<file path="src/shared/tcpc_pkg.sv">
// package for the timer capture and pwm control block
// assumes a classic wishbone slave with 32-bit data, 8-bit registers in the low lane
package tcpc_pkg;

  // register indices; byte address is four times the index
  localparam logic [5:0] IDX_CTRL_TWO = 6'h17;
  localparam logic [5:0] IDX_CTRL_ONE = 6'h18;
  localparam logic [5:0] IDX_CAP2_LO = 6'h19;
  localparam logic [5:0] IDX_CAP2_HI = 6'h1a;
  localparam logic [5:0] IDX_SHARED_LO = 6'h1b;
  localparam logic [5:0] IDX_SHARED_HI = 6'h1c;
  localparam logic [5:0] IDX_T3_LO = 6'h1d;
  localparam logic [5:0] IDX_T3_HI = 6'h1e;
  localparam logic [5:0] IDX_T1 = 6'h1f;
  localparam logic [5:0] IDX_T2 = 6'h20;
  localparam logic [5:0] IDX_PER1 = 6'h21;
  localparam logic [5:0] IDX_PER2 = 6'h22;
  localparam logic [5:0] IDX_IRQ_STAT = 6'h23;
  localparam logic [5:0] IDX_IRQ_MASK = 6'h24;

  // field positions of the control register two
  localparam int CAP2_OVF_BIT = 7;
  localparam int CAP1_OVF_BIT = 6;
  localparam int WRITABLE_MSB = 5;
  // field position of the control register one
  localparam int COMBINED_BIT = 0;

  // interrupt status bit positions
  localparam int EV_CAP1 = 0;
  localparam int EV_CAP2 = 1;
  localparam int EV_OVF1 = 2;
  localparam int EV_OVF2 = 3;
  localparam int EV_T1_WRAP = 4;
  localparam int EV_T2_WRAP = 5;
  localparam int EV_T3_WRAP = 6;
  localparam int EV_COUNT = 7;

  // reset values
  localparam logic [5:0] CTRL_TWO_RESET = 6'h00;
  localparam logic [7:0] PERIOD_RESET = 8'hff;
  localparam logic [15:0] SHARED_RESET = 16'hffff;
  localparam logic [6:0] IRQ_MASK_RESET = 7'h00;

  // timing: system clocks per timer increment
  localparam int TICK_DIV_DEFAULT = 4;

  // writable part of control register two, bit 5 down to bit 0
  typedef struct packed {
    logic second_pwm_enable;
    logic first_pwm_enable;
    logic capture_or_period_select;
    logic timer_three_run;
    logic timer_two_run;
    logic timer_one_run;
  } tcpc_ctrl_t;

endpackage

</file>
<file path="src/rtl/tcpc_top.sv">
// timer capture and pwm control: control register two with its timers, captures and pin steering
// assumes a classic wishbone master on clk_i; capture inputs are asynchronous pins
// What this block does
// - capture two sets overflow bit 7 when an event meets an unread value
// - on overflow the capture pair keeps the oldest unread value
// - after overflow, captures stay blocked until both bytes are read
// - capture one behaves alike on the shared pair, reported in bit 6
// - second pwm enable drives its pin, else port direction bit rules
// - first pwm enable drives its pin, else port direction bit rules
// - mode select one: shared pair captures, timer three free runs; zero: period
// - timer two run bit gates timer two, also the upper byte when combined
// - timer one run bit starts the combined counter or timer one alone
// - combined mode chains timer two and one into one 16-bit counter
// - every capture latches the timer three count
`timescale 1ns/1ps
`default_nettype none

module tcpc_top #(
  parameter int TICK_DIV = tcpc_pkg::TICK_DIV_DEFAULT
) (
  input wire logic clk_i,
  input wire logic rst_i,
  input wire logic wb_cyc_i,
  input wire logic wb_stb_i,
  input wire logic wb_we_i,
  input wire logic [7:0] wb_adr_i,
  input wire logic [3:0] wb_sel_i,
  input wire logic [31:0] wb_dat_i,
  output logic [31:0] wb_dat_o,
  output logic wb_ack_o,
  input wire logic capture_one_pin_i,
  input wire logic capture_two_pin_i,
  input wire logic first_pwm_level_i,
  input wire logic second_pwm_level_i,
  input wire logic first_port_data_i,
  input wire logic second_port_data_i,
  input wire logic first_port_b_direction_i,
  input wire logic second_port_b_direction_i,
  output logic first_pwm_pin_o,
  output logic first_pwm_pin_oe_o,
  output logic second_pwm_pin_o,
  output logic second_pwm_pin_oe_o,
  output logic irq_o
);

  localparam int TW = $clog2(TICK_DIV);

  if (TICK_DIV < 2)
  begin : g_check
    $error("TICK_DIV must be at least 2");
  end

  // state
  tcpc_pkg::tcpc_ctrl_t ctrl_r, ctrl_nxt;
  logic combined_r, combined_nxt;
  logic [7:0] t1_r, t1_nxt, t2_r, t2_nxt, per1_r, per1_nxt, per2_r, per2_nxt;
  logic [15:0] t3_r, t3_nxt;
  logic [15:0] cap_r [2];
  logic [15:0] cap_nxt [2];
  logic [1:0] pend_r, pend_nxt, ovf_r, ovf_nxt, lo_seen_r, lo_seen_nxt, hi_seen_r, hi_seen_nxt;
  logic [1:0] sync1_r, sync2_r, prev_r;
  logic [TW-1:0] tick_cnt_r, tick_cnt_nxt;
  logic tick_r, tick_nxt;
  logic [6:0] stat_r, stat_nxt, mask_r, mask_nxt;
  logic ack_r, ack_nxt, irq_r, irq_nxt;
  logic [31:0] dat_r, dat_nxt;
  logic p1_r, p1_oe_r, p2_r, p2_oe_r, p1_nxt, p1_oe_nxt, p2_nxt, p2_oe_nxt;

  // bus decode
  logic req, wr, rd;
  logic [5:0] idx;
  logic [7:0] wd;
  logic [1:0] cap_evt, rd_lo, rd_hi, done;
  logic w1, w2, w3;
  logic [6:0] events;

  assign req = wb_cyc_i & wb_stb_i & ~ack_r;
  assign wr = req & wb_we_i & wb_sel_i[0];
  assign rd = req & ~wb_we_i;
  assign idx = wb_adr_i[7:2];
  assign wd = wb_dat_i[7:0];

  // capture pin edges after two flip-flops
  assign cap_evt = sync2_r & ~prev_r;
  assign rd_lo = {rd && idx == tcpc_pkg::IDX_CAP2_LO, rd && idx == tcpc_pkg::IDX_SHARED_LO};
  assign rd_hi = {rd && idx == tcpc_pkg::IDX_CAP2_HI, rd && idx == tcpc_pkg::IDX_SHARED_HI};
  assign done = pend_r & (rd_lo | lo_seen_r) & (rd_hi | hi_seen_r);

  // timer increment enable from a divider
  always_comb
  begin
    tick_cnt_nxt = tick_cnt_r + TW'(1);
    tick_nxt = 1'b0;
    if (tick_cnt_r == TW'(TICK_DIV - 1))
    begin
      tick_cnt_nxt = '0;
      tick_nxt = 1'b1;
    end
  end

  // capture channels: 0 is capture one on the shared pair, 1 is capture two
  always_comb
  begin
    for (int i = 0; i < 2; i++)
    begin
      cap_nxt[i] = cap_r[i];
      pend_nxt[i] = pend_r[i];
      ovf_nxt[i] = ovf_r[i];
      lo_seen_nxt[i] = lo_seen_r[i] | rd_lo[i];
      hi_seen_nxt[i] = hi_seen_r[i] | rd_hi[i];
      if (done[i])
      begin
        pend_nxt[i] = 1'b0;
        ovf_nxt[i] = 1'b0;
        lo_seen_nxt[i] = 1'b0;
        hi_seen_nxt[i] = 1'b0;
      end
      if (cap_evt[i] && (i == 1 || ctrl_r.capture_or_period_select))
      begin
        if (pend_r[i] && !done[i])
        begin
          ovf_nxt[i] = 1'b1;
        end
        else
        begin
          cap_nxt[i] = t3_r;
          pend_nxt[i] = 1'b1;
          lo_seen_nxt[i] = 1'b0;
          hi_seen_nxt[i] = 1'b0;
        end
      end
    end
    // shared pair doubles as the timer three period
    if (wr && idx == tcpc_pkg::IDX_SHARED_LO)
    begin
      cap_nxt[0][7:0] = wd;
    end
    if (wr && idx == tcpc_pkg::IDX_SHARED_HI)
    begin
      cap_nxt[0][15:8] = wd;
    end
  end

  // timers one, two and three
  always_comb
  begin
    t1_nxt = t1_r;
    t2_nxt = t2_r;
    t3_nxt = t3_r;
    w1 = 1'b0;
    w2 = 1'b0;
    w3 = 1'b0;
    if (tick_r)
    begin
      if (combined_r)
      begin
        if (ctrl_r.timer_one_run)
        begin
          if ({t2_r, t1_r} == {per2_r, per1_r})
          begin
            t1_nxt = '0;
            t2_nxt = '0;
            w1 = 1'b1;
          end
          else
          begin
            t1_nxt = t1_r + 8'h01;
            if (t1_r == 8'hff && ctrl_r.timer_two_run)
            begin
              t2_nxt = t2_r + 8'h01;
            end
          end
        end
      end
      else
      begin
        if (ctrl_r.timer_one_run)
        begin
          w1 = t1_r == per1_r;
          t1_nxt = w1 ? 8'h00 : t1_r + 8'h01;
        end
        if (ctrl_r.timer_two_run)
        begin
          w2 = t2_r == per2_r;
          t2_nxt = w2 ? 8'h00 : t2_r + 8'h01;
        end
      end
      if (ctrl_r.timer_three_run)
      begin
        if (!ctrl_r.capture_or_period_select && t3_r == cap_r[0])
        begin
          t3_nxt = '0;
          w3 = 1'b1;
        end
        else
        begin
          t3_nxt = t3_r + 16'h0001;
          w3 = t3_r == 16'hffff;
        end
      end
    end
    if (wr && idx == tcpc_pkg::IDX_T1)
    begin
      t1_nxt = wd;
    end
    if (wr && idx == tcpc_pkg::IDX_T2)
    begin
      t2_nxt = wd;
    end
    if (wr && idx == tcpc_pkg::IDX_T3_LO)
    begin
      t3_nxt[7:0] = wd;
    end
    if (wr && idx == tcpc_pkg::IDX_T3_HI)
    begin
      t3_nxt[15:8] = wd;
    end
  end

  // register writes, interrupt flags and read data
  assign events = {w3, w2, w1, ovf_nxt & ~ovf_r, cap_evt & pend_nxt & ~pend_r};

  always_comb
  begin
    ctrl_nxt = ctrl_r;
    combined_nxt = combined_r;
    per1_nxt = per1_r;
    per2_nxt = per2_r;
    mask_nxt = mask_r;
    stat_nxt = stat_r;
    dat_nxt = dat_r;
    if (wr)
    begin
      case (idx)
        tcpc_pkg::IDX_CTRL_TWO: ctrl_nxt = wd[tcpc_pkg::WRITABLE_MSB:0];
        tcpc_pkg::IDX_CTRL_ONE: combined_nxt = wd[tcpc_pkg::COMBINED_BIT];
        tcpc_pkg::IDX_PER1: per1_nxt = wd;
        tcpc_pkg::IDX_PER2: per2_nxt = wd;
        tcpc_pkg::IDX_IRQ_MASK: mask_nxt = wd[6:0];
        default: ;
      endcase
    end
    if (rd)
    begin
      dat_nxt = '0;
      case (idx)
        tcpc_pkg::IDX_CTRL_TWO: dat_nxt[7:0] = {ovf_r[1], ovf_r[0], ctrl_r};
        tcpc_pkg::IDX_CTRL_ONE: dat_nxt[tcpc_pkg::COMBINED_BIT] = combined_r;
        tcpc_pkg::IDX_CAP2_LO: dat_nxt[7:0] = cap_r[1][7:0];
        tcpc_pkg::IDX_CAP2_HI: dat_nxt[7:0] = cap_r[1][15:8];
        tcpc_pkg::IDX_SHARED_LO: dat_nxt[7:0] = cap_r[0][7:0];
        tcpc_pkg::IDX_SHARED_HI: dat_nxt[7:0] = cap_r[0][15:8];
        tcpc_pkg::IDX_T3_LO: dat_nxt[7:0] = t3_r[7:0];
        tcpc_pkg::IDX_T3_HI: dat_nxt[7:0] = t3_r[15:8];
        tcpc_pkg::IDX_T1: dat_nxt[7:0] = t1_r;
        tcpc_pkg::IDX_T2: dat_nxt[7:0] = t2_r;
        tcpc_pkg::IDX_PER1: dat_nxt[7:0] = per1_r;
        tcpc_pkg::IDX_PER2: dat_nxt[7:0] = per2_r;
        tcpc_pkg::IDX_IRQ_STAT: dat_nxt[6:0] = stat_r;
        tcpc_pkg::IDX_IRQ_MASK: dat_nxt[6:0] = mask_r;
        default: dat_nxt = '0; // unmapped reads zero
      endcase
      if (idx == tcpc_pkg::IDX_IRQ_STAT)
      begin
        stat_nxt = '0; // read clears
      end
    end
    stat_nxt = stat_nxt | events; // set wins over clear
    ack_nxt = req;
    irq_nxt = |(stat_nxt & mask_nxt);
  end

  // pin steering between pwm and port direction
  always_comb
  begin
    p1_oe_nxt = ctrl_r.first_pwm_enable | ~first_port_b_direction_i;
    p1_nxt = ctrl_r.first_pwm_enable ? first_pwm_level_i : first_port_data_i;
    p2_oe_nxt = ctrl_r.second_pwm_enable | ~second_port_b_direction_i;
    p2_nxt = ctrl_r.second_pwm_enable ? second_pwm_level_i : second_port_data_i;
  end

  // state registers
  always_ff @(posedge clk_i)
  begin
    if (rst_i)
    begin
      ctrl_r <= tcpc_pkg::CTRL_TWO_RESET;
      combined_r <= 1'b0;
      t1_r <= '0;
      t2_r <= '0;
      t3_r <= '0;
      per1_r <= tcpc_pkg::PERIOD_RESET;
      per2_r <= tcpc_pkg::PERIOD_RESET;
      cap_r[0] <= tcpc_pkg::SHARED_RESET;
      cap_r[1] <= '0;
      pend_r <= '0;
      ovf_r <= '0;
      lo_seen_r <= '0;
      hi_seen_r <= '0;
      sync1_r <= '0;
      sync2_r <= '0;
      prev_r <= '0;
      tick_cnt_r <= '0;
      tick_r <= 1'b0;
      stat_r <= '0;
      mask_r <= tcpc_pkg::IRQ_MASK_RESET;
      ack_r <= 1'b0;
      irq_r <= 1'b0;
      dat_r <= '0;
      p1_r <= 1'b0;
      p1_oe_r <= 1'b0;
      p2_r <= 1'b0;
      p2_oe_r <= 1'b0;
    end
    else
    begin
      ctrl_r <= ctrl_nxt;
      combined_r <= combined_nxt;
      t1_r <= t1_nxt;
      t2_r <= t2_nxt;
      t3_r <= t3_nxt;
      per1_r <= per1_nxt;
      per2_r <= per2_nxt;
      cap_r <= cap_nxt;
      pend_r <= pend_nxt;
      ovf_r <= ovf_nxt;
      lo_seen_r <= lo_seen_nxt;
      hi_seen_r <= hi_seen_nxt;
      sync1_r <= {capture_two_pin_i, capture_one_pin_i};
      sync2_r <= sync1_r;
      prev_r <= sync2_r;
      tick_cnt_r <= tick_cnt_nxt;
      tick_r <= tick_nxt;
      stat_r <= stat_nxt;
      mask_r <= mask_nxt;
      ack_r <= ack_nxt;
      irq_r <= irq_nxt;
      dat_r <= dat_nxt;
      p1_r <= p1_nxt;
      p1_oe_r <= p1_oe_nxt;
      p2_r <= p2_nxt;
      p2_oe_r <= p2_oe_nxt;
    end
  end

  assign wb_dat_o = dat_r;
  assign wb_ack_o = ack_r;
  assign irq_o = irq_r;
  assign first_pwm_pin_o = p1_r;
  assign first_pwm_pin_oe_o = p1_oe_r;
  assign second_pwm_pin_o = p2_r;
  assign second_pwm_pin_oe_o = p2_oe_r;
endmodule

`default_nettype wire

</file>
<file path="config.mk">
export PLATFORM = sky130hd
export DESIGN_NAME = tcpc_top
export DESIGN_NICKNAME = d
export VERILOG_FILES = /design/src/shared/tcpc_pkg.sv /design/src/rtl/tcpc_top.sv
export SDC_FILE = /design/constraint.sdc
export NUM_CORES = 1
export LEC_CHECK = 0
export BUFFER_PORTS_ARGS = -buffer_cell sky130_fd_sc_hd__buf_2
export CORE_AREA = 5 5 139 141
export CTS_BUF_LIST = sky130_fd_sc_hd__clkbuf_8
export CTS_CLUSTER_DIAMETER = 120
export CTS_CLUSTER_SIZE = 10
export DETAILED_ROUTE_END_ITERATION = 8
export DIE_AREA = 0 0 144 146
export SLEW_MARGIN = 20
export SYNTH_ARGS = -nofsm -noshare
export SYNTH_HDL_FRONTEND = slang
export SYNTH_SLANG_ARGS = --single-unit
</file>
<file path="constraint.sdc">
create_clock -name clk_i -period 2.45 [get_ports clk_i]
set_input_delay 0.245 -clock clk_i [delete_from_list [all_inputs] [get_ports clk_i]]
set_output_delay 0.245 -clock clk_i [all_outputs]
set_load 0.01 [all_outputs]
</file>
==> results of run 1 <==
==> flip-flops by register name, summed over array words and instances, names as in the netlist, 2 cells and up <==
name and cells:
cap_r 32, t3_r 16, per1_r 8, per2_r 8, t1_r 8, t2_r 8
wb_dat_o 8, mask_r 7, stat_r 7, ctrl_r 6, hi_seen_r 2, lo_seen_r 2
ovf_r 2, pend_r 2, prev_r 2, sync1_r 2, sync2_r 2, tick_cnt_r 2
==> power by group through the flow <==
stage | Combinational [mW] | Clock, mW | Sequential [mW]
finish | 0.355 | 1.75 | 2.19
global route | 0.380 | 1.88 | 2.19
CTS | 0.348 | 1.77 | 2.19
detailed placement | 0.342 | 0 | 2.24
global placement | 0.343 | 0 | 2.24
floorplan | 0.225 | 0 | 2.24
==> through the flow <==
| stage | util (%) | worst slack, ns | power, mW |
|---|---|---|---|
| final | 45.6 | 0.177 | 4.30 |
| after global placement | 43.4 | 0.144 | 2.58 |
| after global routing | 45.6 | 0.0233 | 4.46 |
| after detailed placement | 43.4 | 0.186 | 2.58 |
| after floorplan | - | 0.261 | 2.46 |
| after CTS | 45.6 | 0.212 | 4.31 |
==> critical path, cell delays in order, from the launching register on <==
cell and delay (ns):
dfxtp_1 0.44, xor2_1 0.30, nor4_1 0.15, nand4_1 0.17
nor3_2 0.06, or2_1 0.32, or3b_2 0.48, a311oi_1 0.28
==> cells by family after synthesis <==
group                    after synthesis  share of synthesized area (%)
other                                  1                         0.0534
adder cells (fa/ha/maj)                4                          0.712
AO/OA/AOI/OAI                        207                           19.4
multiplexers                          51                           7.89
AND/OR/NAND/NOR                      343                           23.7
buffers and inverters                 95                           6.64
flip-flops                           132                           37.6
XOR/XNOR                              32                           3.99
==> placed cells by master (no fill, tap or decap), types with 11 or more instances in the layout <==
master,count
nor2_1,103
nor2b_1,17
a21oi_1,56
a211oi_1,11
clkbuf_8,19
xor2_1,32
buf_4,70
mux2i_1,43
a31oi_1,28
conb_1,24
dfxtp_1,132
buf_2,40
nor3_1,15
o21ai_0,33
nand2_1,100
nand3_1,39
a311oi_1,17
==> final cells by class <==
cell class | count | area [um2]
timing repair buffer | 116 | 806
clock inverter | 12 | 106
sequential | 132 | 2640
fill | 1734 | 9700
tap | 229 | 287
inverter | 9 | 33.8
clock buffer | 19 | 262
multi-input combinational | 661 | 4010
==> worst max path at each step <==
stage	depth (start not counted)	startpoint	end
6_report	7	t3_r[0]	t3_r[6]
5_1_grt	7	wb_ack_o	t3_r[9]
4_1_cts	7	t1_r[1]	t2_r[6]
3_5_place_dp	8	wb_adr_i[5]	irq_o
3_3_place_gp	7	wb_adr_i[5]	t3_r[8]
2_1_floorplan	7	t1_r[0]	t2_r[6]
==> synth_stat cells (8+ instances only) <==
library cell	n	area, um2
a211oi_1	11	82.6
a21oi_1	56	280
buf_4	24	180
mux2i_1	43	430
nand2_1	100	375
a221oi_1	10	87.6
nand3_1	39	195
and3_1	10	62.6
nor2b_1	17	106
nor2_1	103	387
xor2_1	32	280
o21ai_0	33	165
buf_2	9	45.0
nor3_1	16	80.1
a31oi_1	28	175
inv_1	8	30.0
clkbuf_1	44	165
a311oi_1	17	149
dfxtp_1	132	2640
a22oi_1	9	67.6
==> routing by layer <==
metal,up-vias,global-route usage [%],wire (um),share of wire [%]
met5,-,0,0,0
met4,0,6.64,587,2.5
met3,57,5.09,2110,8.9
met2,344,33.7,10700,45
met1,3244,31.2,10300,43
li1,3207,-,-,-
==> results_dict.tcl, run 1 <==
set metrics [dict create \
    rows 49 \
    routedWlPerCell_um 20.1 \
    place_area_um2 7740 \
    syn-cell-area_um2 7030 \
    finalHoldViolations 0 \
    die-area_um2 21000 \
    finalSetupViolCount 0 \
    cts_buffers 17 \
    io_pins 95 \
    ys_warn_count 0 \
    switchingPower_mw 1.16 \
    max_cap_violations 0 \
    vdd_drop_max_v 0.000309 \
    async_flop_share_pct 0 \
    dpl.cell_count 1143 \
    critical_path_arrival_ns 2.64 \
    hold_start "second_port_data_i" \
    grt_pass1_vias 6050 \
    power_frac_seq_pct 51.0 \
    dr.pass1.iters 5 \
    gp_congestion 0.941 \
    grt_pass1_wl_mm 35.9 \
    p_int_mw 3.14 \
    syn_inst 865 \
    coreArea_um2 17800 \
    ys_types 67 \
    status "complete, no violations" \
    die-width_um 144 \
    cp-start-kind "register" \
    synth-edff-count 0 \
    route.detailed.drc 0 \
    num_antenna_cells 0 \
    setup_tns_ns 0 \
    clk_path_buf_depth 2 \
    cts_tree "done" \
    htreeDepth 4 \
    min_to "second_pwm_pin_o" \
    nNetsFinal 998 \
    rsz0062_at_grt "false" \
    drtAntennaViolNets 0 \
    final_cells 1178 \
    cts_resized 0 \
    grt_start_max_net_pins 60 \
    first_iter_violations 761 \
    grtUsageTotal_pct 22.2 \
    fmax_mhz 440 \
    cts_root_buf "clkbuf_8" \
    critical_path_class "register to register" \
    switching_share_pct 27.0 \
    final_area_um2 8140 \
    worst_clock_skew_ns 0.0107 \
    worst_pin_slew_ns 0.561 \
    period_needed_ns 2.27 \
    hpwl_mm 17.0 \
    port_buffers 41 \
    end_kind "register" \
    ys_seq_elements 132 \
    yosysSeqAreaShare_pct 37.6 \
    hp-class "input port to register" \
    crit_fanout 8 \
    grt.overflow.total 0 \
    finalCritPeriodShare_pct 92.8 \
    cts_setup_buffers 0 \
    relSlewSlack_pct 62.3 \
    routed_via_density 5.82 \
    holdWs_ns 0.0281 \
    drt_wl_total_mm 23.6 \
    cts_hold_buf 4 \
    r2r-start "t3_r[0]" \
    finalMaxSlewViolations 0 \
    clock_latency_ns 0.45 \
    cts.sinks 132 \
    hold_depth 3 \
    powerDensity_nw_per_um2 528 \
    required_ns 2.82 \
    comb_power_share_pct 8.3 \
    ff2ff_setup_slack_ns 0.18 \
    r2r_end "t3_r[6]" \
    cts.clk_slew.worst_paths_ns 0.08 \
    p_leak_nw 3.04 \
    syn_to_final_growth_pct 15.9 \
    synth_area_per_cell_um2 8.12 \
    clock_power_share_pct 40.8 \
    yosys_most_used_dff "dfxtp_1" \
    fp.dieH_um 146 \
    start_util_pct 39.4 \
    vias 6852 \
    antenna_found_initial 0 \
    drive_above_1_share_pct 17.5 \
    rr_worst_depth 7 \
]
No activity file was read; power rests on OpenSTA's default activity.
==> run 2, diff against run 1 <==
PLACE_DENSITY = 0.67   (was unset)
==> results_dict.tcl, run 2 (same netlist as run 1, synthesis figures left out) <==
set metrics [dict create \
    relSlewSlack_pct 59.8 \
    gp_congestion 0.952 \
    clk_path_buf_depth 2 \
    cts.clk_slew.worst_paths_ns 0.08 \
    top_register "cap_r" \
    first_iter_violations 997 \
    switching_share_pct 28.2 \
    holdWs_ns 0.0166 \
    hp-class "input port to register" \
    largest_registers "cap_r x32, t3_r x16" \
    finalHoldViolations 0 \
    nNetsFinal 995 \
    largest_reg_flops 32 \
    fill_cells 1754 \
    p_leak_nw 3.01 \
    grt_pass1_wl_mm 35.1 \
    rows 49 \
    fp.dieH_um 146 \
    io_pins 95 \
    grt_start_max_net_pins 50 \
    critical_path_class "register to register" \
    slowest_delay_ns 0.48 \
    critical_path_arrival_ns 2.67 \
    worst_pin_slew_ns 0.598 \
    crit_fanout 7 \
    cp-start-kind "register" \
    cts.sinks 132 \
    grt_pass1_vias 6140 \
    layout_commonest_cell "dfxtp_1" \
    finalCritPeriodShare_pct 93.5 \
    vias 6830 \
    fmax_mhz 436 \
    finalMaxSlewViolations 0 \
    drive_above_1_share_pct 17.5 \
    vdd_drop_max_v 0.000368 \
    routed_via_density 5.81 \
    cts_tree "done" \
    final_cells 1176 \
    wl_met3_mm 2.27 \
    coreArea_um2 17800 \
    drt_wl_total_mm 22.9 \
    dr.pass1.iters 9 \
    start_util_pct 39.4 \
    grtUsageTotal_pct 21.5 \
    critical_path_buf_inv_count 1 \
    cp_cell_sequence "xor2_1 > nor4_1 > buf_4 > nand2_1 > a21oi_2 > or2_1 > or4_1 > a311oi_1" \
    die-area_um2 21000 \
    powerDensity_nw_per_um2 520 \
    required_ns 2.83 \
    setup_tns_ns 0 \
    num_antenna_cells 0 \
    cts_root_buf "clkbuf_8" \
    switchingPower_mw 1.19 \
    period_needed_ns 2.29 \
    final_util_pct 45.4 \
    routed-wl-met2_mm 10.0 \
    routedLengthMet1_mm 9.85 \
    cts_buffers 17 \
    port_buffers 41 \
    p_int_mw 3.02 \
    clock_latency_ns 0.46 \
    antenna_found_initial 0 \
    status "complete, no violations" \
    syn_to_final_growth_pct 15.3 \
    routedWlPerCell_um 19.5 \
    worst_clock_skew_ns 0.00822 \
    finalSetupViolCount 0 \
    die-width_um 144 \
    max_cap_violations 0 \
    power_frac_seq_pct 52.1 \
    worst_path_max_delay_cell "or4_1" \
    drtAntennaViolNets 0 \
    clock_power_share_pct 39.7 \
    critPathTopFamily "simple AND/OR/NAND/NOR gates" \
    route.detailed.drc 0 \
    top_layer "met4" \
    rsz0062_at_grt "false" \
    end_kind "register" \
    htreeDepth 4 \
    comb_power_share_pct 8.2 \
    cts_setup_buffers 0 \
    final_cell_mix "dfxtp_1 (131), nor2_1 (103), nand2_1 (100), buf_4 (68), a21oi_1 (56)" \
    dpl.cell_count 1139 \
    grt.overflow.total 0 \
    hpwl_mm 16.4 \
]
[run 2: path summary, 6_finish.rpt]
check                         end  depth (start not counted)  slack, ns              start
setup reg to reg          t1_r[5]                          8       0.16          per2_r[2]
setup / recovery          t1_r[5]                          8       0.16          per2_r[2]
hold reg to reg        sync2_r[0]                          1       0.44         sync1_r[0]
hold / removal    first_pwm_pin_o                          3       0.02  first_pwm_level_i
[run 2: power groups by stage]
stage          clock network (mW)  logic [mW]  registers [mW]
2_1_floorplan                   0       0.225            2.24
3_3_place_gp                    0       0.331            2.24
3_5_place_dp                    0       0.332            2.24
4_1_cts                      1.69       0.339            2.19
5_1_grt                      1.79       0.370            2.20
6_report                     1.67       0.347            2.19
[run 2: stage by stage]
step           total power [mW]  cell area [um2]  setup slack (ns)
2_1_floorplan              2.46             7110             0.261
3_3_place_gp               2.57             7680             0.161
3_5_place_dp               2.57             7680             0.161
4_1_cts                    4.22             8090             0.143
5_1_grt                    4.35             8100            0.0281
6_report                   4.21             8100             0.158
[run 2: layout make-up]
| class | count | area, um2 | share of cell area (%) |
|---|---|---|---|
| multi-input cells | 661 | 4020 | 49.6 |
| well taps | 229 | 287 | 3.54 |
| repair buffers | 113 | 761 | 9.39 |
| clock inverters | 14 | 106 | 1.31 |
| inverters | 9 | 33.8 | 0.417 |
| clock buffers | 18 | 248 | 3.06 |
| flip-flops and latches | 132 | 2640 | 32.6 |
[run 2: worst reg2reg max path: stages (launching register included)]
cell and delay [ns]:
dfxtp_1 0.42, xor2_1 0.18, nor4_1 0.09, buf_4 0.14
nand2_1 0.18, a21oi_2 0.16, or2_1 0.31, or4_1 0.48
a311oi_1 0.25
[run 2: timing repair]
action                                  in CTS  in global routing
hold endpoints to repair                     5                  0
hold buffers                                 5                  0
endpoints found under the setup margin       0                  8
resized for setup                            0                  3
[run 2: layer usage]
metal,global-route usage (%),vias to the layer above
met1,30.4,3218
met2,32.0,346
met3,4.37,60
met4,8.38,0
met5,0,-
li1,-,3206
==> run 3, diff against run 2 <==
CORE_AREA = 10 10 144 146   (was 5 5 139 141)
DIE_AREA = 0 0 154 156   (was 0 0 144 146)
SLEW_MARGIN = 0   (was 20)
==> results_dict.tcl, run 3 (same netlist as run 1, synthesis figures left out) <==
set metrics [dict create \
    clk_path_buf_depth 2 \
    dp_slack_ns 0.209 \
    dr.pass1.iters 5 \
    cts.sinks 132 \
    cp-start-kind "register" \
    finalCritPeriodShare_pct 92.2 \
    end_kind "register" \
    grt_pass1_vias 6302 \
    die-area_um2 24000 \
    worst_path_max_delay_cell "or4_1" \
    top_register "cap_r" \
    drt_wl_total_mm 23.2 \
    rows 49 \
    ff2ff_setup_slack_ns 0.19 \
    r2r-start "t1_r[0]" \
    required_ns 2.83 \
    critical_path_arrival_ns 2.63 \
    holdWs_ns 0.0285 \
    route.detailed.drc 0 \
    hp-class "input port to register" \
    crit_fanout 5 \
    p_leak_nw 3.03 \
    port_buffers 41 \
    syn_to_final_growth_pct 15.4 \
    grt.overflow.total 0 \
    powerDensity_nw_per_um2 551 \
    worst_pin_slew_ns 0.633 \
    finalSetupViolCount 0 \
    cts_buffers 17 \
    vias 6736 \
    clock_latency_ns 0.46 \
    hpwl_mm 16.6 \
    finalMaxSlewViolations 0 \
    final_cell_mix "dfxtp_1 (132), nor2_1 (103), nand2_1 (100), buf_4 (60), a21oi_1 (56)" \
    final_util_pct 45.5 \
    worst_clock_skew_ns 0.0161 \
    cts_setup_buffers 0 \
    worst_slack_ns 0.192 \
    drtAntennaViolNets 0 \
    die-width_um 154 \
    vdd_drop_max_v 0.000329 \
    coreArea_um2 17800 \
    io_pins 95 \
    cp-startpoint "t1_r[0]" \
    status "complete, no violations" \
    relSlewSlack_pct 56.7 \
    max_cap_violations 0 \
    rsz0062_at_grt "false" \
    cp_cell_sequence "ha_1 > and3_1 > nand3_1 > o31a_1 > o31a_1 > or4_1 > a311oi_1" \
    fmax_mhz 443 \
    num_antenna_cells 0 \
    critical_path_class "register to register" \
    first_iter_violations 700 \
    largest_registers "cap_r x32, t3_r x16" \
    routedWlPerCell_um 19.9 \
    slowest_delay_ns 0.50 \
    dpl.cell_count 1133 \
    finalHoldViolations 0 \
    cts_root_buf "clkbuf_8" \
    grt_start_max_net_pins 41 \
    final_cells 1168 \
    layout_commonest_cell "dfxtp_1" \
    period_needed_ns 2.26 \
    hold_start "first_port_data_i" \
    htreeDepth 4 \
    routed_via_density 5.77 \
    cpMostUsedCell "o31a_1" \
    power_mw 4.47 \
    nNetsFinal 988 \
    antenna_found_initial 0 \
    setup_tns_ns 0 \
    grt_pass1_wl_mm 35.8 \
    cts.clk_slew.worst_paths_ns 0.08 \
    final_area_um2 8110 \
    largest_reg_flops 32 \
    place_area_um2 7660 \
    drive_above_1_share_pct 16.5 \
    fp.dieH_um 156 \
    grtUsageTotal_pct 18.8 \
    start_util_pct 39.4 \
    cts_tree "done" \
    gp_congestion 0.959 \
]
[run 3: worst paths after layout]
| path | to | cells after the start |
|---|---|---|
| worst max-delay path | t2_r[6] | 7 |
| worst min-delay path | first_pwm_pin_o | 3 |
| worst min register to register | tick_cnt_r[0] | 1 |
| worst max register to register | t2_r[6] | 7 |
[run 3: per-layer routing]
metal	part of all wire, %	track usage (%)	vias up	wire [um]
li1	-	-	3178	-
met1	42	23.6	3172	9790
met2	45	29.2	337	10500
met3	9.6	6.23	49	2230
met4	3.1	7.42	0	712
met5	0	0	-	0
[run 3: cell type report]
| class | count | area, um2 |
|---|---|---|
| fill | 1774 | 9730 |
| multi-input combinational | 661 | 4010 |
| sequential | 132 | 2640 |
| timing repair buffer | 106 | 731 |
| tap | 229 | 287 |
| clock buffer | 20 | 275 |
| clock inverter | 11 | 134 |
| inverter | 9 | 33.8 |
[run 3: critical path, delay by kind of cell (launching register included)]
family	cells	cell delay, ns
flip-flops	1	0.34
AND/OR/NAND/NOR	3	0.83
adder cells (fa/ha/maj)	1	0.20
AO/OA/AOI/OAI	3	0.82
[run 3: report_power, final]
part	internal, mW	leakage, nW	total (mW)	switching [mW]
Sequential	2.17	1.07	2.19	0.0195
Combinational	0.113	1.75	0.344	0.231
Clock	1.07	0.211	1.93	0.865
[run 3: repair_timing]
action	in CTS	in global routing
setup endpoints to repair	0	0
hold buffers	4	0
hold endpoints to repair	4	0
resized for setup	0	0
